$ cat src/rtl/word_adder_consts.svh
// constants for the word adder with overflow trap
`ifndef WORD_ADDER_CONSTS_SVH
`define WORD_ADDER_CONSTS_SVH
`define OPCODE_HI        31
`define OPCODE_LO        26
`define SRC_A_HI         25
`define SRC_A_LO         21
`define SRC_B_HI         20
`define SRC_B_LO         16
`define DEST_HI          15
`define DEST_LO          11
`define SHAMT_HI         10
`define SHAMT_LO         6
`define FUNCT_HI         5
`define FUNCT_LO         0
`define OPCODE_SPECIAL   6'h00
`define FUNCT_ADD_TRAP   6'h20
`define FUNCT_ADD_NOTRAP 6'h21
`define REG_ZERO         5'h00
`define WORD_ZERO        32'h0000_0000
`endif

$ cat src/rtl/word_adder_pkg.sv
// types shared by the word adder files
package word_adder_pkg;
    typedef struct packed {
        logic        valid;
        logic [31:0] instr;
    } issue_t;
    typedef struct packed {
        logic        write_en;
        logic [4:0]  dest;
        logic [31:0] data;
        logic        overflow_exc;
        logic        done;
    } result_t;
endpackage

$ cat src/rtl/general_register_file.sv
// 32 x 32 general register file, register zero hardwired
`timescale 1ns/1ps
`default_nettype none
`include "word_adder_consts.svh"
module general_register_file #(
    parameter int DEPTH = 32,
    parameter int WIDTH = 32
) (
    input  wire logic                     ref_clk_in,
    input  wire logic [$clog2(DEPTH)-1:0] rd_a_addr_in,
    input  wire logic [$clog2(DEPTH)-1:0] rd_b_addr_in,
    output logic      [WIDTH-1:0]         rd_a_data_out,
    output logic      [WIDTH-1:0]         rd_b_data_out,
    input  wire logic                     wr_en_in,
    input  wire logic [$clog2(DEPTH)-1:0] wr_addr_in,
    input  wire logic [WIDTH-1:0]         wr_data_in
);
    logic [WIDTH-1:0] mem [DEPTH];
    logic [WIDTH-1:0] next_rd_a;
    logic [WIDTH-1:0] next_rd_b;
    logic             wr_ok;

    always_comb begin
        // zero never stored, so reads of it are forced
        wr_ok = wr_en_in && (wr_addr_in != `REG_ZERO);
        next_rd_a = (rd_a_addr_in == `REG_ZERO) ? `WORD_ZERO
                                               : mem[rd_a_addr_in];
        next_rd_b = (rd_b_addr_in == `REG_ZERO) ? `WORD_ZERO
                                               : mem[rd_b_addr_in];
    end

    always_ff @(posedge ref_clk_in) begin
        if (wr_ok) begin
            mem[wr_addr_in] <= wr_data_in;
        end
        rd_a_data_out <= next_rd_a;
        rd_b_data_out <= next_rd_b;
    end
endmodule
`default_nettype wire

$ cat src/rtl/word_adder_overflow_trap.sv
// add execution unit with overflow trap and general register file
`timescale 1ns/1ps
`default_nettype none
`include "word_adder_consts.svh"
module word_adder_overflow_trap
    import word_adder_pkg::*;
(
    input  wire logic        ref_clk_in,
    input  wire logic        rstn_in,
    input  wire issue_t      issue_in,
    output logic             issue_ready_out,
    output result_t          result_out,
    input  wire logic        load_en_in,
    input  wire logic [4:0]  load_addr_in,
    input  wire logic [31:0] load_data_in,
    input  wire logic [4:0]  peek_addr_in,
    output logic [31:0]      peek_data_out
);
    typedef enum logic [1:0] {IDLE, READ, EXEC} state_t;

    localparam int REG_COUNT = 32;
    localparam int WORD_BITS = 32;

    // control group: sequencing and the captured instruction
    state_t      state;
    state_t      next_state;
    logic [31:0] instr;
    logic [31:0] next_instr;
    logic        trap_kind;
    logic        next_trap_kind;

    // result group: one-cycle answer to the issue stage
    result_t     next_result;

    // datapath and register file ports
    logic [31:0] rd_a;
    logic [31:0] rd_b;
    logic [32:0] sum33;
    logic        ovf;
    logic        is_add;
    logic        take;
    logic [4:0]  rd_a_addr;
    logic [4:0]  rd_b_addr;
    logic        rf_wr;
    logic [4:0]  rf_waddr;
    logic [31:0] rf_wdata;

    // sign-extend to 33 bits; overflow when bits 32 and 31 differ
    function automatic logic [32:0] add33(input logic [31:0] a,
                                          input logic [31:0] b);
        add33 = {a[31], a} + {b[31], b};
    endfunction

    function automatic logic sum_overflows(input logic [32:0] s);
        sum_overflows = (s[32] != s[31]);
    endfunction

    // both add forms share the opcode; function field picks the form
    function automatic logic add_word(input logic [31:0] word);
        logic [5:0] op;
        logic [5:0] fn;
        op = word[`OPCODE_HI:`OPCODE_LO];
        fn = word[`FUNCT_HI:`FUNCT_LO];
        add_word = (op == `OPCODE_SPECIAL)
                && (fn == `FUNCT_ADD_TRAP || fn == `FUNCT_ADD_NOTRAP);
    endfunction

    function automatic logic trap_word(input logic [31:0] word);
        trap_word = (word[`FUNCT_HI:`FUNCT_LO] == `FUNCT_ADD_TRAP);
    endfunction

    // index fields; sources read from both the taken and the held word, dest from the held word only
    function automatic logic [4:0] field_a(input logic [31:0] word);
        field_a = word[`SRC_A_HI:`SRC_A_LO];
    endfunction

    function automatic logic [4:0] field_b(input logic [31:0] word);
        field_b = word[`SRC_B_HI:`SRC_B_LO];
    endfunction

    function automatic logic [4:0] field_dest(input logic [31:0] word);
        field_dest = word[`DEST_HI:`DEST_LO];
    endfunction

    // bits 10..6 are not checked: supplier keeps them zero
    assign is_add = add_word(issue_in.instr);
    assign take   = issue_in.valid && is_add && (state == IDLE);
    // other words are dropped without a stall or an error
    assign issue_ready_out = (state == IDLE);

    assign sum33 = add33(rd_a, rd_b);
    assign ovf   = sum_overflows(sum33);

    // in IDLE the indices come from the word being taken, so the
    // operands stand in rd_a/rd_b right after the taking edge, in READ
    always_comb begin
        if (state == IDLE) begin
            rd_a_addr = field_a(next_instr);
            rd_b_addr = field_b(next_instr);
        end else begin
            rd_a_addr = field_a(instr);
            rd_b_addr = field_b(instr);
        end
    end

    // one write port: a committing add wins over the load port, so a
    // preload in that cycle is lost and must be repeated
    always_comb begin
        if (next_result.done) begin
            rf_wr    = next_result.write_en;
            rf_waddr = next_result.dest;
            rf_wdata = next_result.data;
        end else begin
            rf_wr    = load_en_in;
            rf_waddr = load_addr_in;
            rf_wdata = load_data_in;
        end
    end

    general_register_file #(
        .DEPTH(REG_COUNT),
        .WIDTH(WORD_BITS)
    ) u_regs (
        .ref_clk_in    (ref_clk_in),
        .rd_a_addr_in  (rd_a_addr),
        .rd_b_addr_in  (rd_b_addr),
        .rd_a_data_out (rd_a),
        .rd_b_data_out (rd_b),
        .wr_en_in      (rf_wr),
        .wr_addr_in    (rf_waddr),
        .wr_data_in    (rf_wdata)
    );

    // shadow copy costs a second array but keeps the peek read off
    // the operand ports, so a peek never disturbs an add
    general_register_file #(
        .DEPTH(REG_COUNT),
        .WIDTH(WORD_BITS)
    ) u_shadow (
        .ref_clk_in    (ref_clk_in),
        .rd_a_addr_in  (peek_addr_in),
        .rd_b_addr_in  (`REG_ZERO),
        .rd_a_data_out (peek_data_out),
        .rd_b_data_out (),
        .wr_en_in      (rf_wr),
        .wr_addr_in    (rf_waddr),
        .wr_data_in    (rf_wdata)
    );

    // taking edge captures the word; READ and EXEC are the only stalls
    always_comb begin
        next_state     = state;
        next_instr     = instr;
        next_trap_kind = trap_kind;
        case (state)
            IDLE: begin
                if (take) begin
                    next_instr     = issue_in.instr;
                    next_trap_kind = trap_word(issue_in.instr);
                    next_state     = READ;
                end
            end
            READ: begin
                // operand registers reload from the held instruction
                next_state = EXEC;
            end
            EXEC: begin
                // result registers on this edge, ready for the next take
                next_state = IDLE;
            end
            default: begin
                next_state = IDLE;
            end
        endcase
    end

    // answer is formed only in EXEC; outside it every field is zero
    always_comb begin
        next_result = '0;
        case (state)
            EXEC: begin
                next_result.done = 1'b1;
                next_result.dest = field_dest(instr);
                next_result.data = sum33[31:0];
                if (trap_kind && ovf) begin
                    // raw sum still shown, but the write is dropped
                    next_result.write_en     = 1'b0;
                    next_result.overflow_exc = 1'b1;
                end else begin
                    // non-trapping form ignores overflow entirely
                    next_result.write_en = 1'b1;
                end
            end
            default: begin
                next_result = '0;
            end
        endcase
    end

    // reset clears sequencing and result_out; register contents stay undefined
    always_ff @(posedge ref_clk_in or negedge rstn_in) begin
        if (!rstn_in) begin
            state     <= IDLE;
            instr     <= `WORD_ZERO;
            trap_kind <= 1'b0;
        end else begin
            state     <= next_state;
            instr     <= next_instr;
            trap_kind <= next_trap_kind;
        end
    end

    always_ff @(posedge ref_clk_in or negedge rstn_in) begin
        if (!rstn_in) begin
            result_out <= '0;
        end else begin
            result_out <= next_result;
        end
    end
endmodule
`default_nettype wire

$ cat config.mk
export PLATFORM = sky130hd
export DESIGN_NAME = word_adder_overflow_trap
export DESIGN_NICKNAME = d
export VERILOG_FILES = /design/src/rtl/word_adder_pkg.sv /design/src/rtl/general_register_file.sv /design/src/rtl/word_adder_overflow_trap.sv
export VERILOG_INCLUDE_DIRS = /design/src /design/src/rtl
export SDC_FILE = /design/constraint.sdc
export NUM_CORES = 2
export LEC_CHECK = 0
export BUFFER_PORTS_ARGS = -buffer_cell sky130_fd_sc_hd__buf_2
export CAP_MARGIN = 10
export CORE_MARGIN = 2
export CORE_UTILIZATION = 49
export CTS_BUF_LIST = sky130_fd_sc_hd__clkbuf_4 sky130_fd_sc_hd__clkbuf_8
export DETAILED_ROUTE_END_ITERATION = 6
export GPL_TIMING_DRIVEN = 0
export PLACE_DENSITY = 0.67
export SLEW_MARGIN = 30
export SYNTH_ARGS = -nofsm -noshare
export SYNTH_HDL_FRONTEND = slang
export SYNTH_HIERARCHICAL = 1
export SYNTH_SLANG_ARGS = --single-unit
$ cat constraint.sdc
create_clock -name ref_clk_in -period 4.84 [get_ports ref_clk_in]
set_input_delay 0.726 -clock ref_clk_in [delete_from_list [all_inputs] [get_ports ref_clk_in]]
set_output_delay 0.726 -clock ref_clk_in [all_outputs]
set_load 0.05 [all_outputs]
==> run metrics <==
die width=438 um; CP startpoint kind=flip-flop; max_cap viols=0; root buf cell=clkbuf_8; failing checks=design-rule violations; Die ar.=around 190000 sq um; via/cell ratio=about 6.7; Fin Clk Skew=roughly 100 ps; IO Port Bufs=144; H-tree lvl count=5; HPWL after DPL=approximately 200 mm; VDD IR max=297 uV; Hold Path Depth=2; grt total ovfl=0; cell count after synthesis=between 4000 and 5000; Max FO, Critical Path=10; Post-route DRC=21; post-placement cell count=around 7500; Vert. Die Dim=438 um; Worst Path Arrival=5730 ps; worst-case reg-to-reg path depth=11; fin util=58.4%; TritonCTS clock tree=built; DRT iter0 DRCs=8727; Syn. warnings=6; Net count, final=around 5600; GRT Util Overall=a little under a third; actual slew at the worst max-slew pin=1180 ps; vias in the first global route=54443; Final setup viols=0; largest net degree at the start of global routing=65; fin cells=8254; GPL Wtd Cong=0.915; initial antenna violation count=8; DRT antenna net count=0; first-pass GRT wire length=~410 mm; layout filler cell count=13736; P&R area growth vs syn=18.7%; Max Fclk=207 MHz; drt wl/cell=around 36 um; clock sinks=2202; Critical Path End Type=flip-flop; WL final=300 mm; Num CTS Buffers=371; PwrDens=360 nW/um^2; Avg Cell Area, Syn=19.9 sq um; Longest Clk Path Bufs=4; Worst-path clk slew=approximately 70 ps; Initial Utilization=49.2%; Max-slew headroom=21.0%; critical path data required time=5730 ps; final hold slack=74.6 ps; Tmin final=4830 ps; critical path type=flip-flop to flip-flop; io pins=151; Synth Cell Area=about 92000 sq um; fraction of layout cells with a size suffix above 1=35.1%; status=finished with violations; Slew Limit Fails=0; total leakage power=0.0357 uW; Pre-Repair DR Iteration Count=7; Std-Cell Core Area=approximately 190000 sq um; row cnt=159; Fin Setup TNS=0 ps; worst reg-to-reg setup slack=6 ps; Hold Crit Class=input pin to flip-flop; period utilization=around 100%; Clock Latency Late Sink=1090 ps; Via Count=54956; Hold Vio Cnt, Final=0
-- cell usage in the layout (no fill, tap or decap), drive strengths merged, types with 62 or more instances in the layout --
master and count:
edfxtp 2048, mux4 620, dfxtp 96, mux2i 291, conb 64, a22o 66
a22oi 125, nor2 109, buf 554, clkbuf 687, a211oi 66, nand2 88
a21oi 115, mux2 62, clkinv 95
-- stage by stage --
step / total power (uW) / area, sq um / setup slack (ps)
after floorplan: 22400 / 92400 / -25.3
after global placement: 23300 / 96200 / -3630
after detailed placement: 23500 / 101000 / -991
after CTS: 39500 / 109000 / 20.4
after global routing: 40400 / 109000 / -3.87
final: 39400 / 109000 / 6.50
-- path summary, 6_finish.rpt --
check	start	end
setup reg to reg	state[1]$_DFFE_PN0P_	u_regs/rd_a_data_out[1]$_SDFF_PN0_
hold reg to reg	state[1]$_DFFE_PN0P_	state[1]$_DFFE_PN0P_
hold / removal	load_data_in[7]	u_regs/mem[20][7]$_DFFE_PP_
min in group asynchronous	rstn_in	instr[22]$_DFF_PN0_
setup / recovery	state[1]$_DFFE_PN0P_	u_regs/rd_a_data_out[1]$_SDFF_PN0_
max in group asynchronous	rstn_in	result_out[30]$_DFF_PN0_
-- flip-flops by register name, indices dropped and copies added (netlist names) --
register / flops
instr: 15
u_shadow/mem: 1024
u_regs/rd_a_data_out: 32
u_shadow/rd_a_data_out: 32
u_regs/mem: 1024
u_regs/rd_b_data_out: 32
result_out: 40
trap_kind: 1
state: 2
-- worst max-delay path: stages (launching register included) --
cell	delay (ps)
dfrtp_1	390
nor2_1	150
nand2_1	140
nor3_4	440
clkbuf_4	410
mux2_2	390
buf_4	190
nor2b_1	120
buf_1	750
clkbuf_1	880
a2111oi_2	270
nor3_1	530
-- final cells by class --
cell class | count | area (sq um) | share of cell area [%]
diodes | 6 | 15.0 | 0.0137
plain buffers | 312 | 1790 | 1.64
clock buffers | 544 | 6610 | 6.04
clock inverters | 106 | 546 | 0.499
inverters | 8 | 30.0 | 0.0275
multi-input cells | 2180 | 26700 | 24.4
flip-flops and latches | 2202 | 64900 | 59.3
well taps | 2495 | 3120 | 2.85
repair buffers | 401 | 5680 | 5.19
-- metal layers --
| layer | wire length, um | global-route usage (%) | vias up |
|---|---|---|---|
| met4 | 23200 | 20.9 | 8 |
| li1 | - | - | 21428 |
| met1 | 104000 | 39.7 | 28527 |
| met5 | 124 | 0.328 | - |
| met2 | 139000 | 48.2 | 4038 |
| met3 | 33800 | 6.78 | 955 |
-- timing repair --
item	in CTS	in global routing
pin swaps	33	10
hold buffers	16	0
hold endpoints to repair	75	0
cloned	0	0
gates resized for setup	12	28
setup buffers	53	25
endpoints found under the setup margin	1306	250
-- power breakdown --
part           switching [uW]  internal, uW
clock network            7390          8860
logic                    1440           682
registers                43.8         21000
total                    8870         30500
Power figures use the tool's default switching activity.
